### src/core/nand_host_pkg.sv
package nand_host_pkg;

  // ****************************************************************
  // Array geometry
  // ****************************************************************
  localparam int unsigned PAGES_PER_BLOCK = 64;
  localparam int unsigned MAIN_BYTES      = 4096;
  localparam int unsigned SPARE_BYTES     = 128;
  localparam int unsigned PAGE_BYTES      = MAIN_BYTES + SPARE_BYTES;
  localparam int unsigned TOTAL_BLOCKS    = 8192;
  localparam int unsigned MIN_GOOD_BLOCKS = 8032;
  localparam int unsigned COL_W           = 13;
  localparam int unsigned BLK_W           = 13;

  // ****************************************************************
  // Timing
  // ****************************************************************
  localparam int unsigned CLK_PERIOD_PS   = 5000;
  localparam int unsigned RECOVERY_US     = 10;
  localparam int unsigned RECOVERY_CYC    =
    (RECOVERY_US * 1000 * 1000 + CLK_PERIOD_PS - 1) / CLK_PERIOD_PS;
  localparam int unsigned STROBE_CYC      = 2;
  localparam int unsigned CNT_W           = 16;

  // ****************************************************************
  // Cycle kinds presented on the user port
  // ****************************************************************
  localparam logic [1:0] KIND_CMD  = 2'h0;
  localparam logic [1:0] KIND_ADDR = 2'h1;
  localparam logic [1:0] KIND_DATA = 2'h2;
  localparam logic [1:0] KIND_READ = 2'h3;

  typedef enum logic [4:0] {
    ST_RECOVER = 5'h01,
    ST_IDLE    = 5'h02,
    ST_SETUP   = 5'h04,
    ST_STROBE  = 5'h08,
    ST_HOLD    = 5'h10
  } bus_state_e;

  // Column wrap for the counter that mirrors the device one.
  function automatic logic [COL_W-1:0] next_column(
    input logic [COL_W-1:0] col
  );
    next_column = (col == COL_W'(PAGE_BYTES - 1)) ? '0 : col + 1'b1;
  endfunction : next_column

endpackage : nand_host_pkg

### src/core/strobe_timer.sv
`timescale 1ns/1ps
`default_nettype none
// ****************************************************************
// Down counter that paces strobe phases and power recovery
// ****************************************************************
module strobe_timer
  import nand_host_pkg::*;
(
  input  wire logic             clk_i,
  input  wire logic             rst_i,
  input  wire logic             load_i,
  input  wire logic [CNT_W-1:0] value_i,
  output logic                  done_o
);
  logic [CNT_W-1:0] count;
  logic [CNT_W-1:0] next_count;

  always_comb begin
    next_count = count;
    if (load_i) begin
      next_count = value_i;
    end else if (count != '0) begin
      next_count = count - 1'b1;
    end
  end

  always_ff @(posedge clk_i) begin
    if (rst_i) begin
      count <= '0;
    end else begin
      count <= next_count;
    end
  end

  // Done looks at the count alone: folding the load in would loop back
  // through the sequencer, which loads on done.
  assign done_o = (count == '0);
endmodule : strobe_timer
`default_nettype wire

### src/core/nand_host.sv
`timescale 1ns/1ps
`default_nettype none
// Notes on behaviour
// - Host maps out bad blocks itself.
// - Dice run independently; other die usable.
// - Address select high marks address cycle.
// - Command select high marks command cycle.
// - No commands for 10 us after power.
// - Hold write strobe high during recovery.
// - Hold write protect low at power.
// - Open-drain busy; shared low means any busy.
module nand_host
  import nand_host_pkg::*;
(
  input  wire logic             clk_i,
  input  wire logic             rst_i,
  input  wire logic             req_valid_i,
  input  wire logic [1:0]       req_kind_i,
  input  wire logic             req_die_i,
  input  wire logic [7:0]       req_data_i,
  output logic                  req_ready_o,
  output logic                  rd_valid_o,
  output logic [7:0]            rd_data_o,
  output logic [COL_W-1:0]      column_o,
  input  wire logic             wp_allow_i,
  input  wire logic             bad_block_i,
  output logic                  die_busy_o,
  output logic [1:0]            die_ready_o,
  input  wire logic [7:0]       shared_bus_lines_i,
  output logic [7:0]            shared_bus_lines_o,
  output logic                  shared_bus_lines_oe_o,
  output logic                  cmd_cycle_select_o,
  output logic                  addr_cycle_select_o,
  output logic                  die0_select_n_o,
  output logic                  die1_select_n_o,
  output logic                  read_strobe_n_o,
  output logic                  write_strobe_n_o,
  output logic                  write_protect_n_o,
  input  wire logic             die0_busy_n_i,
  input  wire logic             die1_busy_n_i
);
  // ****************************************************************
  // Sequencer state
  // ****************************************************************
  bus_state_e       state;
  bus_state_e       next_state;
  logic [1:0]       kind;
  logic [1:0]       next_kind;
  logic             die;
  logic             next_die;
  logic [7:0]       dout;
  logic [7:0]       next_dout;
  logic [7:0]       rdat;
  logic [7:0]       next_rdat;
  logic             rvld;
  logic             next_rvld;
  logic [COL_W-1:0] col;
  logic [COL_W-1:0] next_col;
  logic             oe;
  logic             next_oe;
  logic             cle;
  logic             next_cle;
  logic             ale;
  logic             next_ale;
  logic [1:0]       sel_n;
  logic [1:0]       next_sel_n;
  logic             re_n;
  logic             next_re_n;
  logic             we_n;
  logic             next_we_n;
  logic             wp_n;
  logic             next_wp_n;
  logic             tload;
  logic [CNT_W-1:0] tval;
  logic             tdone;
  logic [1:0]       ready;
  logic             boot;
  logic             next_boot;

  strobe_timer u_timer (
    .clk_i   (clk_i),
    .rst_i   (rst_i),
    .load_i  (tload),
    .value_i (tval),
    .done_o  (tdone)
  );

  // A low on either busy line keeps that die off limits; the other die
  // stays usable, so only the addressed die is checked.
  assign ready = {die1_busy_n_i, die0_busy_n_i};
  assign die_ready_o = ready;
  assign die_busy_o  = !(&ready);
  assign req_ready_o = (state == ST_IDLE) && ready[req_die_i];

  always_comb begin
    next_state = state;
    next_kind  = kind;
    next_die   = die;
    next_dout  = dout;
    next_rdat  = rdat;
    next_rvld  = 1'b0;
    next_col   = col;
    next_oe    = oe;
    next_cle   = cle;
    next_ale   = ale;
    next_sel_n = sel_n;
    next_re_n  = re_n;
    next_we_n  = we_n;
    next_wp_n  = wp_n;
    tload      = 1'b0;
    tval       = CNT_W'(STROBE_CYC);
    unique case (state)
      ST_RECOVER: begin
        // Write strobe high and protect low until the interface recovers.
        next_we_n = 1'b1;
        next_wp_n = 1'b0;
        if (boot) begin
          // The full wait starts once reset has let go of the timer.
          tload = 1'b1;
          tval  = CNT_W'(RECOVERY_CYC);
        end else if (tdone) begin
          next_state = ST_IDLE;
        end
      end
      ST_IDLE: begin
        // Protect follows the user only while idle, never in recovery or mid-cycle, and a
        // block that the user flags as bad is never programmed or erased.
        next_wp_n = wp_allow_i && !bad_block_i;
        if (req_valid_i && ready[req_die_i]) begin
          next_kind  = req_kind_i;
          next_die   = req_die_i;
          next_dout  = req_data_i;
          next_sel_n = req_die_i ? 2'h1 : 2'h2;
          next_cle   = (req_kind_i == KIND_CMD);
          next_ale   = (req_kind_i == KIND_ADDR);
          // Neither select high gives a data cycle.
          next_oe    = (req_kind_i != KIND_READ);
          if (req_kind_i == KIND_CMD || req_kind_i == KIND_ADDR) begin
            next_col = '0;
          end
          tload      = 1'b1;
          next_state = ST_SETUP;
        end
      end
      ST_SETUP: begin
        if (tdone) begin
          if (kind == KIND_READ) begin
            next_re_n = 1'b0;
          end else begin
            next_we_n = 1'b0;
          end
          tload      = 1'b1;
          next_state = ST_STROBE;
        end
      end
      ST_STROBE: begin
        if (tdone) begin
          if (kind == KIND_READ) begin
            // Sample before release; the device float follows.
            next_rdat = shared_bus_lines_i;
            next_rvld = 1'b1;
            next_re_n = 1'b1;
            next_col  = next_column(col);
          end else begin
            next_we_n = 1'b1;
          end
          tload      = 1'b1;
          next_state = ST_HOLD;
        end
      end
      ST_HOLD: begin
        if (tdone) begin
          next_oe    = 1'b0;
          next_cle   = 1'b0;
          next_ale   = 1'b0;
          // Dropping select while busy is harmless: the die stays on.
          next_sel_n = 2'h3;
          next_state = ST_IDLE;
        end
      end
      default: begin
        next_state = ST_IDLE;
      end
    endcase
  end

  always_ff @(posedge clk_i) begin
    if (rst_i) begin
      state <= ST_RECOVER;
      kind  <= KIND_CMD;
      die   <= 1'b0;
      dout  <= 8'h00;
      rdat  <= 8'h00;
      rvld  <= 1'b0;
      col   <= '0;
      oe    <= 1'b0;
      cle   <= 1'b0;
      ale   <= 1'b0;
      sel_n <= 2'h3;
      re_n  <= 1'b1;
      we_n  <= 1'b1;
      wp_n  <= 1'b0;
    end else begin
      state <= next_state;
      kind  <= next_kind;
      die   <= next_die;
      dout  <= next_dout;
      rdat  <= next_rdat;
      rvld  <= next_rvld;
      col   <= next_col;
      oe    <= next_oe;
      cle   <= next_cle;
      ale   <= next_ale;
      sel_n <= next_sel_n;
      re_n  <= next_re_n;
      we_n  <= next_we_n;
      wp_n  <= next_wp_n;
    end
  end

  // ****************************************************************
  // Recovery timer load at reset release
  // ****************************************************************
  // The recovery count is loaded the first cycle after reset, since the
  // timer itself clears to zero under reset.
  always_comb begin
    next_boot = 1'b0;
  end

  always_ff @(posedge clk_i) begin
    if (rst_i) begin
      boot <= 1'b1;
    end else begin
      boot <= next_boot;
    end
  end

  assign rd_valid_o            = rvld;
  assign rd_data_o             = rdat;
  assign column_o              = col;
  assign shared_bus_lines_o    = dout;
  assign shared_bus_lines_oe_o = oe;
  assign cmd_cycle_select_o    = cle;
  assign addr_cycle_select_o   = ale;
  assign die0_select_n_o       = sel_n[0];
  assign die1_select_n_o       = sel_n[1];
  assign read_strobe_n_o       = re_n;
  assign write_strobe_n_o      = we_n;
  assign write_protect_n_o     = wp_n;
endmodule : nand_host
`default_nettype wire

### config.mk
export PLATFORM = sky130hd
export DESIGN_NAME = nand_host
export DESIGN_NICKNAME = d
export VERILOG_FILES = /design/src/core/nand_host_pkg.sv /design/src/core/strobe_timer.sv /design/src/core/nand_host.sv
export SDC_FILE = /design/constraint.sdc
export NUM_CORES = 1
export LEC_CHECK = 0
export ABC_AREA = 0
export BUFFER_PORTS_ARGS = -buffer_cell sky130_fd_sc_hd__buf_2
export CAP_MARGIN = 20
export CORE_MARGIN = 5
export CORE_UTILIZATION = 49
export DETAILED_ROUTE_END_ITERATION = 10
export MAX_ROUTING_LAYER = met4
export PLACE_DENSITY = 0.87
export RECOVER_POWER = 50
export SLEW_MARGIN = 20
export SYNTH_ARGS = -nofsm -noshare
export SYNTH_HDL_FRONTEND = slang
export SYNTH_SLANG_ARGS = --single-unit
### constraint.sdc
create_clock -name clk_i -period 2.1 [get_ports clk_i]
set_clock_uncertainty 0.2 [all_clocks]
set_input_delay 0 -clock clk_i [delete_from_list [all_inputs] [get_ports clk_i]]
set_output_delay 0 -clock clk_i [all_outputs]
set_load 0.01 [all_outputs]
[After elaboration in Yosys (flattened, before gate mapping)]
Cells that the tools add are included.
Word-level totals
  bits of input ports: 26
  flip-flop bits (word level): 62
  logic and storage cells: 110
Operators by class
  $add $sub $neg: 2
  reductions and logical operators: 25
  mux-type cells: 46
  equal/unequal tests: 19
  magnitude comparators: 1
  bitwise logic cells: 2
Operators by type and width (number)
  $mux W13: 5
  $mux W16: 2
  $pmux W13 S2: 1
  $mux W5: 5
  $pmux W5 S5: 1
  $mux W11: 2
  $mux W1: 19
  $ne A2 B2 Y1 const B: 9
  $logic_not A16 Y1: 1
  $reduce_bool A16 Y1: 1
  $sub A16 B1 Y16 const B: 1
  $reduce_and A5 Y1: 3
  $add A13 B1 Y13 const B: 1
  $eq A13 B13 Y1 const B: 1
  $pmux W1 S2: 5
  $reduce_bool A2 Y1: 5
  $mux W2: 3
  $pmux W1 S3: 2
  $reduce_and A3 Y1: 2
  $eq A5 B1 Y1 const B: 1
  $eq A5 B2 Y1 const B: 1
  $eq A5 B3 Y1 const B: 1
  $eq A5 B4 Y1 const B: 1
  $eq A5 B5 Y1 const B: 1
  other kinds (15): 21

[Logic depth before layout (Yosys ltp)]
Gate-level depths: netlist (run 1).
  depth after elaboration: 6
  depth in mapped cells: 8
  depth with buffers taken out: 7

[Cells and area by module]
From an unflattened synthesis (run 1), not the netlist that was laid out.
Second synthesis, totals
  cells, all modules: 391
  area, all modules: 3384.5 um^2
Modules (own cells, without submodules)
  nand_host: times used 1, cells each 275, area each 2419.8 um^2
  strobe_timer: times used 1, cells each 116, area each 964.7 um^2

[Worst setup path after synthesis (run 1)]
OpenSTA, ideal clock, no wires.
  path kind: register -> register
  from: reg col[7] (netlist: column_o[7])
  to: reg col[9] (netlist: column_o[9])
  required time: 1.765 ns
  period minus slack after synthesis: 2.141 ns
  arrival: 1.805 ns
  setup slack: -0.041 ns
  stages on the path, launching flop included: 7
  cells stage by stage: dfxtp_1 > buf_2 > or4_1 > nor4_4 > a311oi_1 > o311ai_0 > o41ai_1
On the way
  longest elaborated chain between the ends: 5
Ends and longest elaborated chain
  from (decl): RTL line nand_host.sv:57  | logic [COL_W-1:0] col;
  from (signal assigned): RTL line nand_host.sv:210  | col <= next_col;
  $add A13 B1 Y13 / $eq A13 B13 Y1 (equally long branches): RTL line nand_host_pkg.sv:45  | next_column = (col == COL_W'(PAGE_BYTES - 1)) ? '0 : col + 1'b1;
  $mux W13 *: RTL line nand_host_pkg.sv:45
  $mux W13 *: RTL line nand_host.sv:158  | if (kind == KIND_READ) begin
  $mux W13 *: RTL line nand_host.sv:157  | if (tdone) begin
  $pmux W13 S2 *: RTL line nand_host.sv:112  | unique case (state)
Mark *: on every way between the ends. The rest lies on a longest branch, timed or not. The select of a mux whose other input is x is not followed.
A chain may end at the register's enable or synchronous reset.

[Worst setup path in the final report (run 1)]
  from: reg u_timer.count[1]
  to: reg rdat[0] (netlist: rd_data_o[0])
On the way
  longest elaborated chain between the ends: 2
Ends and longest elaborated chain
  from (decl): RTL line strobe_timer.sv:15  | logic [CNT_W-1:0] count;
  from (signal assigned): RTL line strobe_timer.sv:31  | count <= next_count;
  $logic_not A16 Y1: RTL line strobe_timer.sv:37  | assign done_o = (count == '0);
  $reduce_and A3 Y1 (no line)
  to (signal assigned): RTL line nand_host.sv:208  | rdat <= next_rdat;
  to (decl): RTL line nand_host.sv:53  | logic [7:0] rdat;
Every way passes these cells.

==> flow_summary.rst, run 1 <==
.. list-table::
   :header-rows: 1

   * - Metric
     - Value
   * - Worst Hold Endpoint
     - die_ready_o[0]
   * - Clock Sink Count
     - 62
   * - Unique cell type count in the Yosys netlist
     - 58
   * - Endpoint of the most critical register-to-register path
     - rd_data_o[0]
   * - Path type of the worst min-delay path
     - input port to output pin
   * - Die Span Y
     - 88.69 µm
   * - Design area
     - 0.004669 mm²
   * - Pwr Density
     - 1141 mW/mm²
   * - Sequential cell area fraction in the yosys report
     - 0.4091
   * - Core ar.
     - 0.005956 mm²
   * - Wirelength per Cell
     - 21.58 µm
   * - DP HPWL
     - 6614 µm
   * - Clock buffer depth
     - 2
   * - TritonCTS clock tree
     - done
   * - Full die area
     - 0.007866 mm²
   * - Overflow after GRT
     - 0
   * - Final hold violation count
     - 0
   * - Net count of the mapped netlist
     - 382
   * - Fmax achieved
     - 461.3 MHz
   * - Final setup margin
     - -68.00 ps
   * - Headroom to the max-slew limit
     - 0.4588
   * - Post-synthesis area per instance
     - 8.595 µm²
   * - Number of maximum-capacitance violations
     - 0
   * - Post-synthesis sequential element count
     - 62
   * - Global-route wire length before repair
     - 17580 µm
   * - Number of buffers added by the clock tree synthesis step
     - 9
   * - Remaining DRCs
     - 0
   * - Clock edge transition at the registers on the reported setup and hold paths
     - 70 ps
   * - Period Utilization, post-route
     - 1.032
   * - Number of enable-type register cells in the synthesized netlist
     - 0
   * - PnR Total Power
     - 0.005330 W
   * - Ant diodes
     - 0
   * - Outcome
     - finished with violations
   * - Pins over their slew limit
     - 0
   * - Layout cell share with drive strength beyond 1
     - 0.3495
   * - Number of vias after detailed routing
     - 3866
   * - Remaining antenna violation count after routing
     - 0
   * - Pin count of the biggest net entering global routing
     - 34
   * - Width of the die
     - 88.69 µm
   * - Detailed Route WL
     - 12730 µm
   * - Origin of the critical flop-to-flop path
     - u_timer.count[1]
   * - Cell area reported after detailed placement
     - 0.003820 mm²
   * - Overall Global Routing Usage
     - 0.3025
   * - Detailed-routing iteration count for the pre-antenna-repair pass
     - 5
   * - Predominant post-synthesis flop cell
     - sky130_fd_sc_hd__dfxtp_1
   * - Time the final worst path needs with I/O delays and setup
     - 2168 ps
   * - Cell chosen for the clock root
     - sky130_fd_sc_hd__clkbuf_8
   * - Failing checks
     - setup timing
   * - Leakage Power
     - 1.771 nW
   * - Gate count of the mapped netlist
     - 353
   * - Worst stage delay on the critical path
     - 340 ps
   * - Detail-routed via count per cell
     - 6.553
   * - Ys async rst share
     - 0
   * - Iteration-0 DRC count of the detailed router
     - 431
   * - Class of the most critical setup path
     - flip-flop to flip-flop
   * - Number of buffer cells added on primary ports
     - 67
   * - Cell Rows
     - 28
   * - Antenna violations before repair
     - 0
   * - Hold Crit Depth
     - 2
   * - Depth of the most critical reg-to-reg path
     - 9
   * - Gp weighted congestion
     - 0.9776
   * - Final-stage net count
     - 539
   * - CP endpoint kind
     - flip-flop
   * - Via count of the first global-routing pass
     - 3582
   * - CP cell instances
     - inv_2, ha_4, nor3b_4, buf_6, nand3_4, nor2_4, a31oi_1, buf_4, a22o_1
   * - Launching element type of the critical path
     - flip-flop
   * - R2R setup slack
     - -70 ps
   * - Worst path arrival time
     - 2220 ps
   * - Largest voltage drop on the vdd net
     - 0.8555 mV
   * - Transition time at the pin with the least slew margin
     - 811.7 ps
   * - Final Setup Violations
     - 21
   * - Critical hold path startpoint
     - die0_busy_n_i
   * - H-Tree Depth
     - 3
   * - Clock insertion delay at the later pin of the skew report
     - 370 ps
   * - I/O Pins
     - 68
   * - Synth-to-Final Area Change
     - 53.90%
   * - Number of warnings reported in the yosys synthesis log
     - 0
   * - Setup repair after global routing missed its margin
     - yes
   * - Initial core utilization
     - 0.5095
   * - Data required time at the worst endpoint
     - 2150 ps
   * - Post-synthesis cell area
     - 0.003034 mm²
   * - Worst-path maximum fanout
     - 9
   * - Cell at the slowest stage of the critical path
     - sky130_fd_sc_hd__dfxtp_2
[kinds of logic after synthesis]
kind of cell             synth area share
AO/OA/AOI/OAI                      0.2165
XOR/XNOR                          0.04330
adder cells (fa/ha/maj)           0.01237
buffers and inverters             0.04000
flip-flops                         0.4091
multiplexers                     0.007010
AND/OR/NAND/NOR                    0.2718
[metal layers]
layer | up-vias | part of all wire | GRT usage
li1 | 1624 | - | -
met1 | 1814 | 0.36 | 0.3244
met2 | 327 | 0.48 | 0.4906
met3 | 101 | 0.091 | 0.08659
met4 | 0 | 0.068 | 0.1854
met5 | - | 0 | -
[state kept, by name, indices dropped and copies added (netlist names)]
signal                 count
shared_bus_lines_o         8
write_protect_n_o          1
state                      5
u_timer.count             16
cmd_cycle_select_o         1
shared_bus_lines_oe_o      1
read_strobe_n_o            1
boot                       1
column_o                  13
kind                       2
write_strobe_n_o           1
rd_data_o                  8
sel_n                      2
addr_cycle_select_o        1
rd_valid_o                 1
[per-stage QoR]
stage                     TNS, ps  instances  hold WS, ps  worst slack, ps    util
after floorplan                 0        353       -172.3            17.73       -
after global placement     -218.5        534        9.404           -109.8  0.6414
after detailed placement    -4598        534        13.88           -230.2  0.6414
after CTS                  -14.02        574        38.82           -13.70  0.7332
after global routing        -2526        590        72.56           -125.1  0.7840
final                      -614.8        590        62.75           -68.00  0.7840
[Yosys cell counts (4+ instances only)]
library cell               count  share of area
sky130_fd_sc_hd__o31ai_1       7          0.017
sky130_fd_sc_hd__o21ai_0      13          0.021
sky130_fd_sc_hd__nand3b_1      4         0.0099
sky130_fd_sc_hd__a31oi_1       4         0.0082
sky130_fd_sc_hd__dfxtp_1      62           0.41
sky130_fd_sc_hd__nand4_1       6          0.012
sky130_fd_sc_hd__nand3_1      16          0.026
sky130_fd_sc_hd__o211ai_1      4         0.0099
sky130_fd_sc_hd__xnor2_1      11          0.032
sky130_fd_sc_hd__xor2_1        4          0.012
sky130_fd_sc_hd__and3_1        7          0.014
sky130_fd_sc_hd__nor2_1       22          0.027
sky130_fd_sc_hd__a211oi_1      4         0.0099
sky130_fd_sc_hd__nand2_1      43          0.053
sky130_fd_sc_hd__a22o_1        9          0.026
sky130_fd_sc_hd__nor3b_1       8          0.020
sky130_fd_sc_hd__a21oi_1      32          0.053
sky130_fd_sc_hd__inv_1         7         0.0087
sky130_fd_sc_hd__nor4_1        5          0.010
sky130_fd_sc_hd__buf_2         7          0.012
sky130_fd_sc_hd__clkbuf_1     11          0.014
sky130_fd_sc_hd__o311ai_0      7          0.020
sky130_fd_sc_hd__nor3_1        9          0.015
[worst max-delay path by stage]
stage                       end  slack [ps]  cells past startpoint         startpoint
4_1_cts            rd_data_o[3]         -10                      6  u_timer.count[10]
3_3_place_gp        column_o[1]        -110                      8   u_timer.count[0]
6_report           rd_data_o[0]         -70                      9   u_timer.count[1]
5_1_grt        u_timer.count[2]        -130                      6           state[1]
3_5_place_dp        column_o[1]        -230                      8   u_timer.count[0]
2_1_floorplan  u_timer.count[3]          20                      8   u_timer.count[0]
[cells in the final DEF (no fill, tap or decap), types with 5 or more instances in the layout]
cell	Yosys	layout
sky130_fd_sc_hd__o31ai_1	7	6
sky130_fd_sc_hd__xnor2_1	11	11
sky130_fd_sc_hd__o21ai_0	13	12
sky130_fd_sc_hd__buf_2	7	35
sky130_fd_sc_hd__nand4_1	6	6
sky130_fd_sc_hd__o311ai_1	0	5
sky130_fd_sc_hd__buf_4	2	60
sky130_fd_sc_hd__buf_6	0	5
sky130_fd_sc_hd__dfxtp_2	0	7
sky130_fd_sc_hd__nand2_1	43	42
sky130_fd_sc_hd__dlygate4sd3_1	0	23
sky130_fd_sc_hd__inv_1	7	5
sky130_fd_sc_hd__nor2_1	22	18
sky130_fd_sc_hd__clkbuf_1	11	41
sky130_fd_sc_hd__nand3_1	16	13
sky130_fd_sc_hd__a21oi_1	32	29
sky130_fd_sc_hd__a22o_1	9	9
sky130_fd_sc_hd__dfxtp_1	62	55
sky130_fd_sc_hd__clkbuf_8	0	10
sky130_fd_sc_hd__nor3_1	9	7
[where the power goes]
part           total (W)  leakage (nW)  switching, W  internal (W)
Sequential       0.00148         0.505      0.000160       0.00131
Clock            0.00122         0.108      0.000523      0.000696
Combinational    0.00264          1.16       0.00143       0.00121
Total            0.00533          1.77       0.00211       0.00322
[final cells by class]
| cell class | instances | area (µm²) |
|---|---|---|
| clock inverters | 6 | 85.08 |
| fillers | 379 | 1286 |
| flip-flops and latches | 62 | 1250 |
| clock buffers | 10 | 137.6 |
| repair buffers | 166 | 1091 |
| multi-input cells | 263 | 1982 |
| inverters | 8 | 30.03 |
| well taps | 75 | 93.84 |
[worst max-delay path, delay by kind of cell (launching register included)]
kind                       cells  cell delay, ps
buffers and inverters          3             450
and+or+nand+nor                3             570
DFF                            1             340
adders and majority gates      1             120
AOI/OAI and AO/OA              2             380
[what timing repair did]
| item | 4_1_cts | 5_1_grt |
|---|---|---|
| resized for setup | 18 | 62 |
| cloned | 1 | 1 |
| hold endpoints to repair | 33 | 0 |
| hold buffers | 23 | 0 |
| buffers inserted | 0 | 15 |
| setup endpoints to repair | 42 | 48 |
| pin swaps | 3 | 20 |
Power figures use the tool's default switching activity.
==> run 2: changes to the inputs <==
--- a/config.mk
+++ b/config.mk
@@ -11,6 +11,7 @@
 export CORE_MARGIN = 5
 export CORE_UTILIZATION = 49
 export DETAILED_ROUTE_END_ITERATION = 10
+export GPL_TIMING_DRIVEN = 0
 export MAX_ROUTING_LAYER = met4
 export PLACE_DENSITY = 0.87
 export RECOVER_POWER = 50
==> run 2 against run 1 <==
Compared with the run above: the run still ends with setup timing left; global-route usage shrank 3.3 points; count of clock-buffer cells in the layout stayed put; first-iteration DRC count up 19%; worst setup slack worse by 67 ps; clock power is 8% lower; combinational power down 18%; sequential share of layout area is 1.4 points higher; die area did not move; critical path depth unchanged; largest power group unchanged; critical path type unchanged; flip-flop and latch count did not move.
==> flow_summary.rst, run 2 (synthesis results as in run 1) <==
.. list-table::
   :header-rows: 1

   * - Metric
     - Value
   * - Origin of the critical flop-to-flop path
     - u_timer.count[1]
   * - Core ar.
     - 0.005956 mm² (unchanged)
   * - Gp weighted congestion
     - 0.8924 (-8.7%)
   * - Antenna violations before repair
     - 0 (unchanged)
   * - Endpoint of the most critical register-to-register path
     - rd_data_o[0]
   * - Pwr Density
     - 1070 mW/mm² (-6.3%)
   * - Critical path launch point
     - u_timer.count[1]
   * - Global-route wire length before repair
     - 15910 µm (-9.5%)
   * - Failing checks
     - setup timing
   * - Worst Hold Endpoint
     - die_busy_o
   * - Clock Sink Count
     - 62 (unchanged)
   * - Number of flip-flops under the largest register name
     - 16 (unchanged)
   * - Transition time at the pin with the least slew margin
     - 804.3 ps (-7.443 ps)
   * - Critical hold path startpoint
     - die0_busy_n_i
   * - I/O Pins
     - 68 (unchanged)
   * - Most frequent cells in the layout
     - sky130_fd_sc_hd__buf_2, sky130_fd_sc_hd__dfxtp_1, sky130_fd_sc_hd__nand2_1
   * - Clock insertion delay at the later pin of the skew report
     - 360 ps (about the same)
   * - Wirelength per Cell
     - 21.86 µm (+1.3%)
   * - Detail-routed via count per cell
     - 6.635 (+1.3%)
   * - Pins over their slew limit
     - 0 (unchanged)
   * - Number of buffers added by the clock tree synthesis step
     - 9 (unchanged)
   * - Iteration-0 DRC count of the detailed router
     - 515 (+19%)
   * - Synth-to-Final Area Change
     - 48.49%
   * - Width of the die
     - 88.69 µm (unchanged)
   * - Detailed Route WL
     - 12220 µm (-4.0%)
   * - Worst-path maximum fanout
     - 9 (unchanged)
   * - TritonCTS clock tree
     - done
   * - Number of vias after detailed routing
     - 3709 (-4.1%)
   * - Final hold violation count
     - 0 (unchanged)
   * - Number of maximum-capacitance violations
     - 0 (unchanged)
   * - Initial core utilization
     - 0.5095 (unchanged)
   * - Period Utilization, post-route
     - 1.064 (+0.03184)
   * - Pin count of the biggest net entering global routing
     - 13 (-62%)
   * - Fmax achieved
     - 447.5 MHz (-3.0%)
   * - Remaining DRCs
     - 0 (unchanged)
   * - Depth of the most critical reg-to-reg path
     - 9 (unchanged)
   * - Leading cell type in the layout, fill and taps excluded
     - sky130_fd_sc_hd__buf_2
   * - Full die area
     - 0.007866 mm² (unchanged)
   * - CP endpoint kind
     - flip-flop
   * - Path type of the worst min-delay path
     - input port to output pin
   * - Final setup margin
     - -134.9 ps (-66.86 ps)
   * - Setup repair after global routing missed its margin
     - yes
   * - Filler cell count
     - 353 (-6.9%)
   * - Largest voltage drop on the vdd net
     - 0.8229 mV (-3.8%)
   * - Clock edge transition at the registers on the reported setup and hold paths
     - 80 ps (about the same)
   * - Biggest register
     - u_timer.count
   * - Remaining antenna violation count after routing
     - 0 (unchanged)
   * - Headroom to the max-slew limit
     - 0.4638 (+0.004962)
   * - Overall Global Routing Usage
     - 0.2696 (-0.03293)
   * - Data required time at the worst endpoint
     - 2140 ps (about the same)
   * - Via count of the first global-routing pass
     - 3398 (-5.1%)
   * - Leakage Power
     - 1.737 nW (-1.9%)
   * - Ant diodes
     - 0 (unchanged)
   * - Overflow after GRT
     - 0 (unchanged)
   * - Number of buffer cells added on primary ports
     - 67 (unchanged)
   * - Hold Crit Depth
     - 3 (+1)
   * - Cell Rows
     - 28 (unchanged)
   * - Final std cells w/o fill
     - 559 (-5.3%)
   * - Outcome
     - finished with violations
   * - Launching element type of the critical path
     - flip-flop
   * - Class of the most critical setup path
     - flip-flop to flip-flop
   * - Die Span Y
     - 88.69 µm (unchanged)
   * - R2R setup slack
     - -130 ps (-70 ps)
   * - Layout cell share with drive strength beyond 1
     - 0.3926 (+0.04305)
   * - Final Setup Violations
     - 26 (+24%)
   * - Time the final worst path needs with I/O delays and setup
     - 2235 ps (+66.86 ps)
   * - Worst path arrival time
     - 2280 ps (+60 ps)
   * - Cell chosen for the clock root
     - sky130_fd_sc_hd__clkbuf_8
   * - Placed Instances
     - 495 (-7.3%)
   * - DP HPWL
     - 5976 µm (-9.6%)
   * - Final-stage net count
     - 508 (-5.8%)
   * - Detailed-routing iteration count for the pre-antenna-repair pass
     - 8 (+3)
   * - Pre-CTS setup slack
     - -380.8 ps (-150.6 ps)
   * - H-Tree Depth
     - 3 (unchanged)
   * - Clock buffer depth
     - 2 (unchanged)
[run 2: cell count changes in the layout (fill, tap and decap cells not counted), sizes merged]
cell      change
clkbuf       -32
buf           +1
bufinv        -1
clkinv        -1
clkinvlp      +1
inv           +1
[run 2: cell type report]
cell class / instances / area, µm² / area share
Clock buffer: 10 / 137.6 / 0.03055
Multi-Input combinational cell: 263 / 1998 / 0.4435
Tap cell: 75 / 93.84 / 0.02083
Clock inverter: 6 / 70.07 / 0.01555
Inverter: 8 / 30.03 / 0.006665
Buffer: 18 / 123.9 / 0.02749
Timing Repair Buffer: 117 / 784.5 / 0.1741
Sequential cell: 62 / 1267 / 0.2813
[run 2: what timing repair did]
action / CTS / global route
hold buffers: 23 / 0
buffers inserted: 15 / 11
endpoints found under the setup margin: 54 / 58
gates resized for setup: 36 / 70
hold endpoints to repair: 26 / 0
gates cloned: 0 / 1
pin swaps: 11 / 11
[run 2: critical path, cell delays in order (launching register included)]
cell,delay [ps]
sky130_fd_sc_hd__dfxtp_4,360
sky130_fd_sc_hd__inv_2,80
sky130_fd_sc_hd__ha_1,170
sky130_fd_sc_hd__nor3b_4,190
sky130_fd_sc_hd__buf_4,150
sky130_fd_sc_hd__nand3_4,120
sky130_fd_sc_hd__nor2_4,260
sky130_fd_sc_hd__a31oi_4,160
sky130_fd_sc_hd__buf_12,170
sky130_fd_sc_hd__a22o_1,240
[run 2: how the worst max path moves through the flow]
stage / end / slack (ps) / cells past startpoint
after detailed placement: rd_data_o[5] / -380 / 7
after global placement: rd_data_o[2] / -360 / 5
final: rd_data_o[0] / -130 / 9
after global routing: column_o[0] / -270 / 7
after floorplan: u_timer.count[3] / 20 / 8
after CTS: u_timer.count[3] / -20 / 8
[run 2: stage by stage]
step                power [W]  instance area [µm²]  utilization  hold slack, ps  setup TNS (ps)
floorplan            0.002488                 3045            -          -172.3               0
global placement     0.002729                 3475       0.5834          -52.81           -7911
detailed placement   0.002783                 3475       0.5834          -52.12          -10320
CTS                  0.004145                 4153       0.6973           45.91          -44.33
global route         0.004975                 4506       0.7565           128.5           -3579
finish               0.004820                 4506       0.7565           118.8           -1821
[run 2: metal layers]
metal / part of all wire / track usage / up-vias
met1: 0.35 / 0.2936 / 1732
li1: - / - / 1562
met3: 0.096 / 0.06238 / 103
met4: 0.073 / 0.2019 / 0
met2: 0.48 / 0.4244 / 312
met5: 0 / - / -
[run 2: power breakdown]
group / switching [W] / leakage [nW] / internal [W] / total, W
Sequential: 0.000208 / 0.509 / 0.00132 / 0.00152
Combinational: 0.00123 / 1.13 / 0.000942 / 0.00217
Clock: 0.000539 / 0.0951 / 0.000586 / 0.00112
==> run 3: changes to the inputs <==
--- a/config.mk
+++ b/config.mk
@@ -6,14 +6,14 @@
 export NUM_CORES = 1
 export LEC_CHECK = 0
 export ABC_AREA = 0
-export BUFFER_PORTS_ARGS = -buffer_cell sky130_fd_sc_hd__buf_2
 export CAP_MARGIN = 20
 export CORE_MARGIN = 5
-export CORE_UTILIZATION = 49
+export CORE_UTILIZATION = 57
 export DETAILED_ROUTE_END_ITERATION = 10
+export DONT_BUFFER_PORTS = 1
 export GPL_TIMING_DRIVEN = 0
 export MAX_ROUTING_LAYER = met4
-export PLACE_DENSITY = 0.87
+export PLACE_DENSITY = 0.75
 export RECOVER_POWER = 50
 export SLEW_MARGIN = 20
 export SYNTH_ARGS = -nofsm -noshare
==> run 3 against run 2 <==
Compared with the run above: the run still ends with setup timing left; power is 1.5% lower; global-route usage is 1.1 points lower; hold slack worse by 100 ps; sequential share of layout area is 2.5 points higher; cell area is 9.0% lower; register-to-register slack better by 70 ps; flip-flop and latch count stayed put; critical path depth is 4 lower.
==> flow_summary.rst, run 3 (synthesis results as in run 1) <==
.. list-table::
   :header-rows: 1

   * - Metric
     - Value
   * - Path type of the worst min-delay path
     - input port to flip-flop
   * - Antenna violations before repair
     - 0 (unchanged)
   * - Final Util
     - 0.7975 (+0.04095)
   * - Launching element type of the critical path
     - flip-flop
   * - Width of the die
     - 82.96 µm (-6.5%)
   * - Headroom to the max-slew limit
     - 0.6039 (+0.1401)
   * - Crit path buf inv count
     - 0 (-3)
   * - Cell at the slowest stage of the critical path
     - sky130_fd_sc_hd__or4_4
   * - Layout cell share with drive strength beyond 1
     - 0.2662 (-0.1264)
   * - Final setup margin
     - -68.73 ps (+66.13 ps)
   * - Hold Crit Depth
     - 6 (+3)
   * - Pin count of the biggest net entering global routing
     - 12 (-1)
   * - Remaining DRCs
     - 0 (unchanged)
   * - Leading cell type in the layout, fill and taps excluded
     - sky130_fd_sc_hd__dfxtp_1
   * - Final Setup Violations
     - 3 (-88%)
   * - Class of the most critical setup path
     - flip-flop to flip-flop
   * - Detailed-routing iteration count for the pre-antenna-repair pass
     - 5 (-3)
   * - Via count of the first global-routing pass
     - 2844 (-16%)
   * - Period Utilization, post-route
     - 1.033 (-0.03149)
   * - Clock buffer depth
     - 2 (unchanged)
   * - Critical hold path startpoint
     - req_kind_i[1]
   * - Initial core utilization
     - 0.5903 (+0.08086)
   * - I/O Pins
     - 68 (unchanged)
   * - Transition time at the pin with the least slew margin
     - 594.2 ps (-210.1 ps)
   * - Most frequent cells in the layout
     - sky130_fd_sc_hd__dfxtp_1, sky130_fd_sc_hd__nand2_1, sky130_fd_sc_hd__a21oi_1
   * - Overall Global Routing Usage
     - 0.2590 (-0.01058)
   * - Detail-routed via count per cell
     - 6.435 (-3.0%)
   * - Die Span Y
     - 82.96 µm (-6.5%)
   * - Worst stage delay on the critical path
     - 550 ps (+190 ps)
   * - CP cell instances
     - or4_4, or3_4, a2111oi_4, xnor2_1, nor2_2
   * - Pre-CTS setup slack
     - -392.0 ps (-11.18 ps)
   * - Clock power share
     - 0.219 (-0.014)
   * - Fmax achieved
     - 461.1 MHz (+3.0%)
   * - Gp weighted congestion
     - 0.8538 (-4.3%)
   * - Data required time at the worst endpoint
     - 2150 ps (about the same)
   * - Ant diodes
     - 0 (unchanged)
   * - Worst-path maximum fanout
     - 3 (-6)
   * - Depth of the most critical reg-to-reg path
     - 5 (-4)
   * - Number of flip-flops under the largest register name
     - 16 (unchanged)
   * - Critical path launch point
     - u_timer.count[10]
   * - Number of vias after detailed routing
     - 3134 (-16%)
   * - CP endpoint kind
     - flip-flop
   * - Leakage Power
     - 1.437 nW (-17%)
   * - Iteration-0 DRC count of the detailed router
     - 287 (-44%)
   * - Global-route wire length before repair
     - 14320 µm (-10%)
   * - Worst Hold Endpoint
     - column_o[10]
   * - Top delay family on crit path
     - simple AND/OR/NAND/NOR gates
   * - H-Tree Depth
     - 3 (unchanged)
   * - Number of maximum-capacitance violations
     - 0 (unchanged)
   * - Switching power as a share of total power
     - 0.3845 (-0.02568)
   * - Outcome
     - finished with violations
   * - Full die area
     - 0.006882 mm² (-13%)
   * - Clock edge transition at the registers on the reported setup and hold paths
     - 70 ps (about the same)
   * - Final-stage net count
     - 441 (-13%)
   * - R2R setup slack
     - -70 ps (+70 ps)
   * - Internal portion of total power
     - 0.002921 W (+2.7%)
   * - Switching power
     - 0.001825 W (-7.7%)
   * - Worst path arrival time
     - 2220 ps (-60 ps)
   * - DP HPWL
     - 5455 µm (-8.7%)
   * - Cell chosen for the clock root
     - sky130_fd_sc_hd__clkbuf_8
   * - Final hold violation count
     - 0 (unchanged)
   * - Origin of the critical flop-to-flop path
     - u_timer.count[10]
   * - Clock insertion delay at the later pin of the skew report
     - 360 ps (about the same)
   * - Final std cells w/o fill
     - 487 (-13%)
   * - Detailed Route WL
     - 9646 µm (-21%)
   * - Clock Sink Count
     - 62 (unchanged)
   * - Time the final worst path needs with I/O delays and setup
     - 2169 ps (-66.13 ps)
   * - PnR Total Power
     - 0.004745 W (-1.5%)
   * - Setup repair after global routing missed its margin
     - yes
   * - Failing checks
     - setup timing
   * - Core ar.
     - 0.005140 mm² (-14%)
   * - Remaining antenna violation count after routing
     - 0 (unchanged)
   * - TritonCTS clock tree
     - done
   * - Wirelength per Cell
     - 19.81 µm (-9.4%)
   * - Biggest register
     - u_timer.count
   * - Proportion of power drawn by combinational gates
     - 0.463 (+0.012)
   * - Cell Rows
     - 26 (-7.1%)
   * - Synth-to-Final Area Change
     - 35.09%
   * - Number of buffers added by the clock tree synthesis step
     - 9 (unchanged)
   * - Overflow after GRT
     - 0 (unchanged)
   * - Largest voltage drop on the vdd net
     - 0.8106 mV (-1.5%)
   * - Number of buffer cells added on primary ports
     - 0 (-100%)
   * - Pwr Density
     - 1158 mW/mm² (+8.2%)
   * - Placed Instances
     - 423 (-15%)
   * - Pins over their slew limit
     - 0 (unchanged)
   * - Endpoint of the most critical register-to-register path
     - u_timer.count[15]
   * - Sequential fraction of design power
     - 0.317 (about the same)
run 3: cell types whose count changed in the layout (fill, tap and decap cells not counted), moves of 3 or more:
cell                       before  now
sky130_fd_sc_hd__buf_2         66    1
sky130_fd_sc_hd__buf_4         29   22
sky130_fd_sc_hd__clkinv_2       0    4
sky130_fd_sc_hd__dfxtp_1       51   54
sky130_fd_sc_hd__dfxtp_4        5    2
sky130_fd_sc_hd__nor3_2         3    0
sky130_fd_sc_hd__o31ai_1        4    7
sky130_fd_sc_hd__o31ai_2        3    0
run 3: how the worst max path moves through the flow:
stage / to / slack (ps) / depth (start not counted)
detailed placement: rd_data_o[1] / -390 / 5
global placement: rd_data_o[3] / -380 / 5
floorplan: u_timer.count[3] / 20 / 8
global route: u_timer.count[12] / -120 / 7
finish: u_timer.count[15] / -70 / 5
CTS: column_o[2] / -70 / 5
run 3: area by class of cell:
type                            instances  area (µm²)
Timing Repair Buffer                   48       469.2
Sequential cell                        62        1256
Inverter                                8       32.53
Clock buffer                            9       123.9
Tap cell                               70       87.58
Fill cell                             339        1041
Buffer                                 19       133.9
Multi-Input combinational cell        264        1931
Clock inverter                          7       65.06
run 3: power groups by stage:
| stage | registers, W | clock network (W) | logic [W] |
|---|---|---|---|
| 5_1_grt | 0.00152 | 0.00110 | 0.00234 |
| 6_report | 0.00151 | 0.00104 | 0.00220 |
| 3_5_place_dp | 0.00146 | 0 | 0.00129 |
| 4_1_cts | 0.00146 | 0.00103 | 0.00152 |
| 3_3_place_gp | 0.00145 | 0 | 0.00127 |
| 2_1_floorplan | 0.00143 | 0 | 0.00106 |
run 3: worst register-to-register path, delay by kind of cell, from the launching register on:
kind | cells | cell delay [ps]
compound gates | 1 | 350
simple gates | 3 | 990
flops | 1 | 350
xor+xnor | 1 | 180
run 3: what timing repair did:
action	4_1_cts	5_1_grt
hold buffers	25	0
buffers inserted	6	16
gates resized for setup	30	60
setup endpoints to repair	52	57
pin swaps	9	14
gates cloned	0	2
hold endpoints to repair	38	0
run 3: routing by layer:
| layer | GRT usage | wire, µm |
|---|---|---|
| met1 | 0.3218 | 3784 |
| met4 | 0.1055 | 251 |
| met5 | - | 0 |
| met3 | 0.06337 | 906 |
| met2 | 0.4038 | 4703 |
run 3: through the flow:
step / TNS [ps] / area (µm²) / hold slack [ps]
3_5_place_dp: -9076 / 3133 / -172.0
2_1_floorplan: 0 / 3045 / -172.3
6_report: -119.2 / 4099 / 14.19
4_1_cts: -419.8 / 3725 / 48.51
3_3_place_gp: -8696 / 3133 / -172.0
5_1_grt: -1352 / 4099 / 44.21
